### src/inc/flag_bank_pkg.sv
// Package for the serial port status flag bank
package flag_bank_pkg;

	// ****************************************
	// Register map (byte addresses)
	// ****************************************
	localparam logic [7:0] OFS_FLAGS = 8'h00;
	localparam logic [7:0] OFS_ERROR_CODE = 8'h04;
	localparam logic [7:0] OFS_END_CODE = 8'h08;
	localparam logic [7:0] OFS_SCRATCH = 8'h0C;

	// ****************************************
	// Field positions inside the flag word
	// ****************************************
	localparam int BIT_FIRST_SERIAL_PORT_MODE = 0;
	localparam int BIT_PRINT_BUSY = 1;
	localparam int BIT_REWRITE_DONE = 2;
	localparam int BIT_FIRST_SERIAL_PORT_ERROR = 3;
	localparam int BIT_FIRST_SERIAL_PORT_RX_DONE = 4;
	localparam int BIT_FIRST_SERIAL_PORT_TX_DONE = 5;
	localparam int BIT_COUNTER0 = 6;
	localparam int BIT_TOOL_RX_DONE = 10;
	localparam int BIT_TOOL_TX_DONE = 11;
	localparam int BIT_TOOL_MODE = 12;
	localparam int BIT_FIRST_SERIAL_PORT_LINK = 13;
	localparam int BIT_SECOND_SERIAL_PORT_MODE = 14;
	localparam int BIT_FIRST_SERIAL_PORT_MSG_READY = 15;
	localparam int BIT_FIRST_SERIAL_PORT_MSG_END = 16;

	// ****************************************
	// Reset values and responses
	// ****************************************
	localparam logic [31:0] RESET_WORD = 32'h0000_0000;
	localparam logic [1:0] RESP_OKAY = 2'h0;
	localparam logic [1:0] RESP_SLVERR = 2'h2;

	// Port operating modes
	typedef enum logic [1:0] {MODE_GENERAL, MODE_COMMAND, MODE_LINK} port_mode_t;

	// Events reported by the first serial port and tool port engines
	typedef struct packed {
		logic tx_error;
		logic rx_terminator;
		logic tx_complete;
		logic tx_request;
	} port_events_t;

	// Message instruction status
	typedef struct packed {
		logic busy;
		logic abnormal;
		logic [15:0] error_code;
		logic [15:0] end_code;
	} msg_status_t;

endpackage

### src/hw/flag_bank.sv
// Status flag bank of serial ports, counters and print/rewrite, over AXI4-Lite
//
// Functional notes
// RULE1: First port mode flag is one in general-purpose mode, zero in command or link mode.
// RULE2: Print busy flag is one while a print runs and zero otherwise.
// RULE3: Rewrite done flag is one for only the scan after an online rewrite completes.
// RULE4: First port error flag sets on a transmission error.
// RULE5: First port error flag clears on a transmit-message request.
// RULE6: Receive-done flags of first and tool port set on terminator in general mode.
// RULE7: Transmit-done flags of first and tool port set when general transmission completes.
// RULE8: Transmit-done flags clear when a new general transmission is requested.
// RULE9: Each of four counter flags is one while a counter or pulse instruction runs there.
// RULE10: Flags may change within a scan; software must not assume they hold a scan.
// RULE11: Tool port mode flag is one in general mode and zero in computer link mode.
// RULE12: First port link flag is one while the port runs the controller link.
// RULE13: Second port mode flag is one in general mode and zero in command mode.
// RULE14: Message ready flag is zero while a send/receive runs and one when one may issue.
// RULE15: Message end flag is one after an abnormality in send/receive and zero otherwise.
// RULE16: On abnormality the error code and end code are stored in their own words.
// RULE17: All flags are read-only; bus writes leave them unchanged.
//
// Local design decisions: the AXI4-Lite interface to the registers and the address map.
`timescale 1ns/1ns
`default_nettype none

module flag_bank
	import flag_bank_pkg::*;
#(
	parameter int NUM_COUNTERS = 4
)
(
	input wire logic aclk, // Clock, 250 MHz
	input wire logic aresetn, // Synchronous reset, active low
	input wire logic scan_start, // Pulse at the start of each scan
	input wire logic rewrite_complete, // Pulse when an online rewrite finishes
	input wire logic print_active, // Print in progress
	input wire flag_bank_pkg::port_mode_t first_serial_port_mode, // First port mode
	input wire flag_bank_pkg::port_mode_t tool_mode, // Tool port mode
	input wire flag_bank_pkg::port_mode_t second_serial_port_mode, // Second port mode
	input wire flag_bank_pkg::port_events_t first_serial_port_events, // First port event pulses
	input wire flag_bank_pkg::port_events_t tool_events, // Tool port event pulses
	input wire logic [NUM_COUNTERS-1:0] counter_active, // Counter or pulse instruction running
	input wire flag_bank_pkg::msg_status_t first_serial_port_msg, // Message instruction status
	input wire logic first_serial_port_msg_done, // Pulse when a message instruction ends
	input wire logic [7:0] s_axi_awaddr, // Write address
	input wire logic s_axi_awvalid, // Write address valid
	output logic s_axi_awready, // Write address ready
	input wire logic [31:0] s_axi_wdata, // Write data
	input wire logic [3:0] s_axi_wstrb, // Write strobes
	input wire logic s_axi_wvalid, // Write data valid
	output logic s_axi_wready, // Write data ready
	output logic [1:0] s_axi_bresp, // Write response
	output logic s_axi_bvalid, // Write response valid
	input wire logic s_axi_bready, // Write response ready
	input wire logic [7:0] s_axi_araddr, // Read address
	input wire logic s_axi_arvalid, // Read address valid
	output logic s_axi_arready, // Read address ready
	output logic [31:0] s_axi_rdata, // Read data
	output logic [1:0] s_axi_rresp, // Read response
	output logic s_axi_rvalid, // Read data valid
	input wire logic s_axi_rready // Read data ready
);
	import flag_bank_pkg::*;

	// ****************************************
	// Flag state
	// ****************************************
	logic rewrite_pending_reg;
	logic rewrite_done_reg;
	logic first_serial_port_error_reg;
	logic first_serial_port_rx_done_reg;
	logic first_serial_port_tx_done_reg;
	logic tool_rx_done_reg;
	logic tool_tx_done_reg;
	logic msg_end_reg;
	logic [15:0] error_code_reg;
	logic [15:0] end_code_reg;
	logic [31:0] scratch_reg;
	logic [31:0] flags_word;

	// Sticky event flag: set wins over clear
	function automatic logic sticky(input logic cur, input logic set, input logic clr);
		sticky = set | (cur & ~clr);
	endfunction

	// Rewrite done lasts from one scan start to the next
	always_ff @(posedge aclk)
	begin
		if (!aresetn)
		begin
			rewrite_pending_reg <= 1'b0;
			rewrite_done_reg <= 1'b0;
		end
		else
		begin
			if (scan_start)
			begin
				rewrite_done_reg <= rewrite_pending_reg | rewrite_complete; // RULE3
				rewrite_pending_reg <= 1'b0;
			end
			else if (rewrite_complete)
				rewrite_pending_reg <= 1'b1;
		end
	end

	// Done events only count in general mode; error events count in every mode
	always_ff @(posedge aclk)
	begin
		if (!aresetn)
		begin
			first_serial_port_error_reg <= 1'b0;
			first_serial_port_rx_done_reg <= 1'b0;
			first_serial_port_tx_done_reg <= 1'b0;
			tool_rx_done_reg <= 1'b0;
			tool_tx_done_reg <= 1'b0;
		end
		else
		begin
			first_serial_port_error_reg <= sticky(first_serial_port_error_reg, first_serial_port_events.tx_error,
				first_serial_port_events.tx_request); // RULE4 RULE5
			first_serial_port_rx_done_reg <= first_serial_port_rx_done_reg |
				(first_serial_port_events.rx_terminator && first_serial_port_mode == MODE_GENERAL); // RULE6
			first_serial_port_tx_done_reg <= sticky(first_serial_port_tx_done_reg,
				first_serial_port_events.tx_complete && first_serial_port_mode == MODE_GENERAL,
				first_serial_port_events.tx_request && first_serial_port_mode == MODE_GENERAL); // RULE7 RULE8
			tool_rx_done_reg <= tool_rx_done_reg |
				(tool_events.rx_terminator && tool_mode == MODE_GENERAL); // RULE6
			tool_tx_done_reg <= sticky(tool_tx_done_reg,
				tool_events.tx_complete && tool_mode == MODE_GENERAL,
				tool_events.tx_request && tool_mode == MODE_GENERAL); // RULE7 RULE8
		end
	end

	// Message result captured when the instruction ends
	always_ff @(posedge aclk)
	begin
		if (!aresetn)
		begin
			msg_end_reg <= 1'b0;
			error_code_reg <= 16'h0000;
			end_code_reg <= 16'h0000;
		end
		else if (first_serial_port_msg_done)
		begin
			msg_end_reg <= first_serial_port_msg.abnormal; // RULE15
			if (first_serial_port_msg.abnormal)
			begin
				error_code_reg <= first_serial_port_msg.error_code; // RULE16
				end_code_reg <= first_serial_port_msg.end_code; // RULE16
			end
		end
	end

	// Level flags follow their sources directly, so may change mid-scan
	always_comb
	begin
		flags_word = RESET_WORD;
		flags_word[BIT_FIRST_SERIAL_PORT_MODE] = (first_serial_port_mode == MODE_GENERAL); // RULE1 RULE10
		flags_word[BIT_PRINT_BUSY] = print_active; // RULE2
		flags_word[BIT_REWRITE_DONE] = rewrite_done_reg;
		flags_word[BIT_FIRST_SERIAL_PORT_ERROR] = first_serial_port_error_reg;
		flags_word[BIT_FIRST_SERIAL_PORT_RX_DONE] = first_serial_port_rx_done_reg;
		flags_word[BIT_FIRST_SERIAL_PORT_TX_DONE] = first_serial_port_tx_done_reg;
		for (int i = 0; i < NUM_COUNTERS; i++)
			flags_word[BIT_COUNTER0 + i] = counter_active[i]; // RULE9
		flags_word[BIT_TOOL_RX_DONE] = tool_rx_done_reg;
		flags_word[BIT_TOOL_TX_DONE] = tool_tx_done_reg;
		flags_word[BIT_TOOL_MODE] = (tool_mode == MODE_GENERAL); // RULE11
		flags_word[BIT_FIRST_SERIAL_PORT_LINK] = (first_serial_port_mode == MODE_LINK); // RULE12
		flags_word[BIT_SECOND_SERIAL_PORT_MODE] = (second_serial_port_mode == MODE_GENERAL); // RULE13
		flags_word[BIT_FIRST_SERIAL_PORT_MSG_READY] = ~first_serial_port_msg.busy; // RULE14
		flags_word[BIT_FIRST_SERIAL_PORT_MSG_END] = msg_end_reg;
	end

	// ****************************************
	// AXI4-Lite write side
	// ****************************************
	logic aw_held_reg;
	logic w_held_reg;
	logic [7:0] awaddr_reg;
	logic [31:0] wdata_reg;
	logic [3:0] wstrb_reg;

	assign s_axi_awready = ~aw_held_reg & ~s_axi_bvalid;
	assign s_axi_wready = ~w_held_reg & ~s_axi_bvalid;

	always_ff @(posedge aclk)
	begin
		if (!aresetn)
		begin
			aw_held_reg <= 1'b0;
			w_held_reg <= 1'b0;
			awaddr_reg <= 8'h00;
			wdata_reg <= 32'h0000_0000;
			wstrb_reg <= 4'h0;
			s_axi_bvalid <= 1'b0;
			s_axi_bresp <= RESP_OKAY;
			scratch_reg <= RESET_WORD;
		end
		else
		begin
			if (s_axi_awvalid && s_axi_awready)
			begin
				aw_held_reg <= 1'b1;
				awaddr_reg <= s_axi_awaddr;
			end
			if (s_axi_wvalid && s_axi_wready)
			begin
				w_held_reg <= 1'b1;
				wdata_reg <= s_axi_wdata;
				wstrb_reg <= s_axi_wstrb;
			end
			if (aw_held_reg && w_held_reg)
			begin
				aw_held_reg <= 1'b0;
				w_held_reg <= 1'b0;
				s_axi_bvalid <= 1'b1;
				// Flag words ignore writes; only the scratch word stores
				if (awaddr_reg[7:2] == OFS_SCRATCH[7:2])
				begin
					for (int b = 0; b < 4; b++)
						if (wstrb_reg[b])
							scratch_reg[b*8 +: 8] <= wdata_reg[b*8 +: 8];
					s_axi_bresp <= RESP_OKAY;
				end
				else if (awaddr_reg[7:2] <= OFS_END_CODE[7:2])
					s_axi_bresp <= RESP_OKAY; // RULE17
				else
					s_axi_bresp <= RESP_SLVERR;
			end
			else if (s_axi_bvalid && s_axi_bready)
				s_axi_bvalid <= 1'b0;
		end
	end

	// ****************************************
	// AXI4-Lite read side
	// ****************************************
	assign s_axi_arready = ~s_axi_rvalid;

	always_ff @(posedge aclk)
	begin
		if (!aresetn)
		begin
			s_axi_rvalid <= 1'b0;
			s_axi_rdata <= RESET_WORD;
			s_axi_rresp <= RESP_OKAY;
		end
		else if (s_axi_arvalid && s_axi_arready)
		begin
			s_axi_rvalid <= 1'b1;
			s_axi_rresp <= RESP_OKAY;
			unique case (s_axi_araddr[7:2])
				OFS_FLAGS[7:2]: s_axi_rdata <= flags_word;
				OFS_ERROR_CODE[7:2]: s_axi_rdata <= {16'h0000, error_code_reg};
				OFS_END_CODE[7:2]: s_axi_rdata <= {16'h0000, end_code_reg};
				OFS_SCRATCH[7:2]: s_axi_rdata <= scratch_reg;
				default:
				begin
					s_axi_rdata <= RESET_WORD;
					s_axi_rresp <= RESP_SLVERR;
				end
			endcase
		end
		else if (s_axi_rvalid && s_axi_rready)
			s_axi_rvalid <= 1'b0;
	end

	// ****************************************
	// Assertions
	// ****************************************
	logic flags_read;
	assign flags_read = s_axi_arvalid && s_axi_arready && s_axi_araddr[7:2] == OFS_FLAGS[7:2];

	property p_rewrite_one_scan;
		@(posedge aclk) disable iff (!aresetn)
		(scan_start && rewrite_done_reg) |=> !rewrite_done_reg || $past(rewrite_pending_reg) || $past(rewrite_complete);
	endproperty
	a_rewrite_one_scan: assert property (p_rewrite_one_scan) else $error("rewrite flag held past scan"); // RULE3

	property p_error_set;
		@(posedge aclk) disable iff (!aresetn)
		first_serial_port_events.tx_error |=> first_serial_port_error_reg;
	endproperty
	a_error_set: assert property (p_error_set) else $error("error flag not set"); // RULE4

	property p_error_clear;
		@(posedge aclk) disable iff (!aresetn)
		(first_serial_port_events.tx_request && !first_serial_port_events.tx_error) |=> !first_serial_port_error_reg;
	endproperty
	a_error_clear: assert property (p_error_clear) else $error("error flag not cleared"); // RULE5

	property p_rx_done;
		@(posedge aclk) disable iff (!aresetn)
		(tool_events.rx_terminator && tool_mode == MODE_GENERAL) |=> tool_rx_done_reg;
	endproperty
	a_rx_done: assert property (p_rx_done) else $error("rx done not set"); // RULE6

	property p_tx_done;
		@(posedge aclk) disable iff (!aresetn)
		(first_serial_port_events.tx_complete && first_serial_port_mode == MODE_GENERAL) |=> first_serial_port_tx_done_reg;
	endproperty
	a_tx_done: assert property (p_tx_done) else $error("tx done not set"); // RULE7

	property p_tx_clear;
		@(posedge aclk) disable iff (!aresetn)
		(first_serial_port_events.tx_request && !first_serial_port_events.tx_complete && first_serial_port_mode == MODE_GENERAL)
			|=> !first_serial_port_tx_done_reg;
	endproperty
	a_tx_clear: assert property (p_tx_clear) else $error("tx done not cleared"); // RULE8

	property p_msg_codes;
		@(posedge aclk) disable iff (!aresetn)
		(first_serial_port_msg_done && first_serial_port_msg.abnormal) |=>
			msg_end_reg && error_code_reg == $past(first_serial_port_msg.error_code)
			&& end_code_reg == $past(first_serial_port_msg.end_code);
	endproperty
	a_msg_codes: assert property (p_msg_codes) else $error("message codes not stored"); // RULE15 RULE16

	property p_read_only;
		@(posedge aclk) disable iff (!aresetn)
		(aw_held_reg && w_held_reg) |=> $stable(error_code_reg) || $past(first_serial_port_msg_done);
	endproperty
	a_read_only: assert property (p_read_only) else $error("write changed a flag word"); // RULE17

	property p_read_answer;
		@(posedge aclk) disable iff (!aresetn)
		(s_axi_arvalid && s_axi_arready) |=> s_axi_rvalid;
	endproperty
	a_read_answer: assert property (p_read_answer) else $error("read not answered");

	property p_first_serial_port_mode;
		@(posedge aclk) disable iff (!aresetn)
		flags_read |=> s_axi_rdata[BIT_FIRST_SERIAL_PORT_MODE] == ($past(first_serial_port_mode) == MODE_GENERAL)
			&& s_axi_rdata[BIT_FIRST_SERIAL_PORT_LINK] == ($past(first_serial_port_mode) == MODE_LINK);
	endproperty
	a_first_serial_port_mode: assert property (p_first_serial_port_mode) else $error("mode flag wrong"); // RULE1 RULE12

	property p_port_modes;
		@(posedge aclk) disable iff (!aresetn)
		flags_read |=> s_axi_rdata[BIT_TOOL_MODE] == ($past(tool_mode) == MODE_GENERAL)
			&& s_axi_rdata[BIT_SECOND_SERIAL_PORT_MODE] == ($past(second_serial_port_mode) == MODE_GENERAL);
	endproperty
	a_port_modes: assert property (p_port_modes) else $error("mode flag wrong"); // RULE11 RULE13

	property p_levels;
		@(posedge aclk) disable iff (!aresetn)
		flags_read |=> s_axi_rdata[BIT_PRINT_BUSY] == $past(print_active)
			&& s_axi_rdata[BIT_COUNTER0 +: NUM_COUNTERS] == $past(counter_active)
			&& s_axi_rdata[BIT_FIRST_SERIAL_PORT_MSG_READY] == !$past(first_serial_port_msg.busy);
	endproperty
	a_levels: assert property (p_levels) else $error("level flag wrong"); // RULE2 RULE9 RULE14

	property p_rewrite_set;
		@(posedge aclk) disable iff (!aresetn)
		(scan_start && (rewrite_pending_reg || rewrite_complete)) |=> rewrite_done_reg;
	endproperty
	a_rewrite_set: assert property (p_rewrite_set) else $error("rewrite flag not set"); // RULE3

	property p_rewrite_hold;
		@(posedge aclk) disable iff (!aresetn)
		!scan_start |=> $stable(rewrite_done_reg);
	endproperty
	a_rewrite_hold: assert property (p_rewrite_hold) else $error("rewrite flag moved mid-scan"); // RULE3

	property p_rx_first_serial_port;
		@(posedge aclk) disable iff (!aresetn)
		(first_serial_port_events.rx_terminator && first_serial_port_mode == MODE_GENERAL) |=> first_serial_port_rx_done_reg;
	endproperty
	a_rx_first_serial_port: assert property (p_rx_first_serial_port) else $error("rx done not set"); // RULE6

	property p_tool_tx;
		@(posedge aclk) disable iff (!aresetn)
		(tool_events.tx_complete && tool_mode == MODE_GENERAL) |=> tool_tx_done_reg;
	endproperty
	a_tool_tx: assert property (p_tool_tx) else $error("tx done not set"); // RULE7

	property p_msg_end_clear;
		@(posedge aclk) disable iff (!aresetn)
		(first_serial_port_msg_done && !first_serial_port_msg.abnormal) |=> !msg_end_reg;
	endproperty
	a_msg_end_clear: assert property (p_msg_end_clear) else $error("end flag not cleared"); // RULE15

	c_rewrite: cover property (@(posedge aclk) disable iff (!aresetn) rewrite_done_reg);
	c_msg_error: cover property (@(posedge aclk) disable iff (!aresetn) first_serial_port_msg_done && first_serial_port_msg.abnormal);
	c_write: cover property (@(posedge aclk) disable iff (!aresetn) s_axi_bvalid && s_axi_bready);
	c_read: cover property (@(posedge aclk) disable iff (!aresetn) s_axi_rvalid && s_axi_rready);
	c_rx_done: cover property (@(posedge aclk) disable iff (!aresetn) first_serial_port_rx_done_reg && tool_rx_done_reg);

endmodule

`default_nettype wire

### config.mk
export PLATFORM = sky130hd
export DESIGN_NAME = flag_bank
export DESIGN_NICKNAME = d
export VERILOG_FILES = /design/src/inc/flag_bank_pkg.sv /design/src/hw/flag_bank.sv
export SDC_FILE = /design/constraint.sdc
export NUM_CORES = 1
export LEC_CHECK = 0
export ABC_AREA = 1
export ABC_CLOCK_PERIOD_IN_PS = 4150
export BUFFER_PORTS_ARGS = -buffer_cell sky130_fd_sc_hd__buf_2
export CORE_MARGIN = 2
export CORE_UTILIZATION = 25
export CTS_BUF_LIST = sky130_fd_sc_hd__clkbuf_16
export CTS_CLUSTER_DIAMETER = 100
export DETAILED_ROUTE_END_ITERATION = 8
export GPL_ROUTABILITY_DRIVEN = 0
export SLEW_MARGIN = 5
export SYNTH_ARGS = -nofsm -noshare
export SYNTH_HDL_FRONTEND = slang
export SYNTH_SLANG_ARGS = --single-unit
export TNS_END_PERCENT = 50
### constraint.sdc
create_clock -name aclk -period 4.15 [get_ports aclk]
set_clock_uncertainty 0.1 [all_clocks]
set_input_delay 0 -clock aclk [delete_from_list [all_inputs] [get_ports aclk]]
set_output_delay 0 -clock aclk [all_outputs]
set_load 0.01 [all_outputs]
==> qor.csv <==
metric,value,unit
outcome,completed,
total area of multi-input combinational cells,2470,um2
CTS tree,yes,
slew at the pin closest to its max-slew limit,0.852,ns
Via density,4.20,
Root Driver,sky130_fd_sc_hd__clkbuf_16,
antenna violations before repair,0,
I/O pin cnt,156,
endpoint class of the critical path,flop,
final worst-path cycle share,65.9,%
wire length of the first global-routing pass,28800,um
Chip Width,160,um
register bit count reported by yosys,152,
fraction of layout instances using a drive strength above 1,19.5,%
Die Height,160,um
Clock Pin Slew Worst Setup and Hold Paths,0.06,ns
number of filler cells placed in the layout,2505,
clock sink count,152,
"commonest non-fill, non-tap cells in the layout","sky130_fd_sc_hd__nor2_1, sky130_fd_sc_hd__dfxtp_1, sky130_fd_sc_hd__buf_2",
Diodes inserted,0,
count of synthesis-stage warnings from yosys,0,
routed via count,5872,
number of failing hold endpoints at the final stage,0,
"Distinct cells, synth",32,
number of CTS-inserted buffers,17,
Rows,56,
hpwl dp,11600,um
count of max-cap constraint violations,0,
Detailed Route WL,18000,um
sequential-to-total area share from yosys stat,50.2,%
maximum fanout encountered on the critical timing path,9,
Pre-antenna DRT Iters,5,
setup_tns,0,ns
WP data required,4.39,ns
Max Root-Sink Buffers,2,
maximum resistive drop on vdd,0.247,mV
power per unit of standard cell area,385,nW/um2
insertion delay of the later-clocked pin in the worst-skew pair,0.42,ns
max-slew violation count,0,
startpoint class of the critical path,input port,
post-layout net count,1180,
average footprint of a synthesized cell,7.40,um2
initial standard-cell utilization of the core,25.7,%
routed wirelength normalized by instance count,12.9,um
worst hold margin,0.0324,ns
DRC violations left,0,
time the worst path needs with I/O delays and setup,2.73,ns
setup repair after global routing missed its margin,no,
Critical Setup Path Class,in2reg,
leakage power figure,3.63,nW
headroom to the max-slew limit,43.2,%
Clock H-tree levels,4,
global routing usage summed across all routing layers,14.1,%
gate count of the mapped netlist,819,
worst path arrival time,2.98,ns
full die area,25500,um2
signed area change from the synthesized netlist to the final layout,44.0,%
GRT overflow,0,
core area,23600,um2
number of DRC markers after the initial detailed-route iteration,286,
number of nets still failing antenna checks after routing,0,
post-synthesis cell area,6060,um2
"most common cell after layout, fill and taps aside",sky130_fd_sc_hd__nor2_1,
number of I/O port buffers,148,
vias in the first global route,5664,
maximum clock frequency,366,MHz
final number of setup-violating endpoints,0,
path type of the worst min-delay path,in2reg,
sequential cell area in the final layout,3040,um2
maximum number of pins on one net before global-route repair,66,
==> routing by layer <==
metal / GRT usage, % / routed length (um) / vias to the layer above
met5: 0 / 0 / -
li1: - / - / 3077
met4: 5.83 / 379 / 0
met2: 23.2 / 8060 / 169
met3: 2.65 / 830 / 25
met1: 18.3 / 8770 / 2601
==> area by class of cell <==
cell class | instances | share of cell area (%)
clock inverters | 15 | 1.38
repair buffers | 273 | 22.6
multi-input cells | 542 | 28.3
clock buffers | 17 | 4.87
well taps | 319 | 4.57
flip-flops and latches | 152 | 34.8
inverters | 79 | 3.40
==> synthesized netlist by cell type (all sizes together) <==
| master | number | area, um2 |
|---|---|---|
| nor2 | 209 | 807 |
| dfxtp | 152 | 3040 |
| nand2 | 105 | 397 |
| o21ai | 102 | 510 |
| a21oi | 98 | 513 |
| inv | 78 | 293 |
| clkbuf | 30 | 124 |
| buf | 17 | 131 |
| nand3 | 9 | 118 |
| nand4 | 7 | 43.8 |
| or2 | 3 | 18.8 |
| nor3 | 2 | 21.3 |
| o21a | 2 | 15.0 |
| a31oi | 1 | 6.26 |
| clkinv | 1 | 3.75 |
| conb | 1 | 3.75 |
| nand3b | 1 | 7.51 |
| o22ai | 1 | 6.26 |
==> through the flow <==
| stage | std cells | util, % | area [um2] | worst slack [ns] | total power [W] |
|---|---|---|---|---|---|
| finish | 1397 | 37.0 | 8730 | 1.42 | 0.00336 |
| global route | 1397 | 37.0 | 8730 | 1.19 | 0.00352 |
| CTS | 1397 | 37.0 | 8730 | 1.40 | 0.00340 |
| detailed placement | 1247 | 29.7 | 7010 | 2.03 | 0.00187 |
| global placement | 1247 | 29.7 | 7010 | 2.07 | 0.00186 |
| floorplan | 820 | - | 6070 | 2.75 | 0.00176 |
==> final timing paths <==
path | cells past startpoint | to | slack [ns] | from
worst max-delay path | 9 | s_axi_rdata[28] | 1.42 | s_axi_araddr[6]
worst max register to register | 7 | s_axi_rresp[1] | 1.48 | s_axi_rvalid
worst min register to register | 2 | wstrb_reg[1] | 0.35 | wstrb_reg[1]
worst min-delay path | 7 | s_axi_rdata[12] | 0.03 | tool_mode[1]
==> critical path, stage by stage <==
cell and delay (ns):
sky130_fd_sc_hd__dlygate4sd3_1 0.53, sky130_fd_sc_hd__buf_2 0.13, sky130_fd_sc_hd__nor2_4 0.24, sky130_fd_sc_hd__dlygate4sd3_1 0.67, sky130_fd_sc_hd__nand2_2 0.08, sky130_fd_sc_hd__nor3_4 0.32, sky130_fd_sc_hd__dlygate4sd3_1 0.79, sky130_fd_sc_hd__nand2_1 0.09
sky130_fd_sc_hd__a21oi_1 0.12
==> timing repair <==
action | 4_1_cts | 5_1_grt
setup buffers | 0 | 0
endpoints found under the hold margin | 108 | 0
hold buffers | 118 | 0
resized for setup | 0 | 0
==> report_power, final <==
part           leakage, nW  switching, W  internal [W]
Clock                0.268      0.000656      0.000778
Sequential            1.24     0.0000310       0.00153
Combinational         2.12      0.000191      0.000176
Total                 3.63      0.000879       0.00248
==> logic make-up (layout without fill, tap and decap cells) <==
family	Yosys count	after routing	synth area share, %
compound gates	204	204	17.3
buf+inv	126	384	9.10
flops	152	152	50.2
other cells	1	2	0.0619
simple gates	336	336	23.3
(Power assumes the default switching activity.)
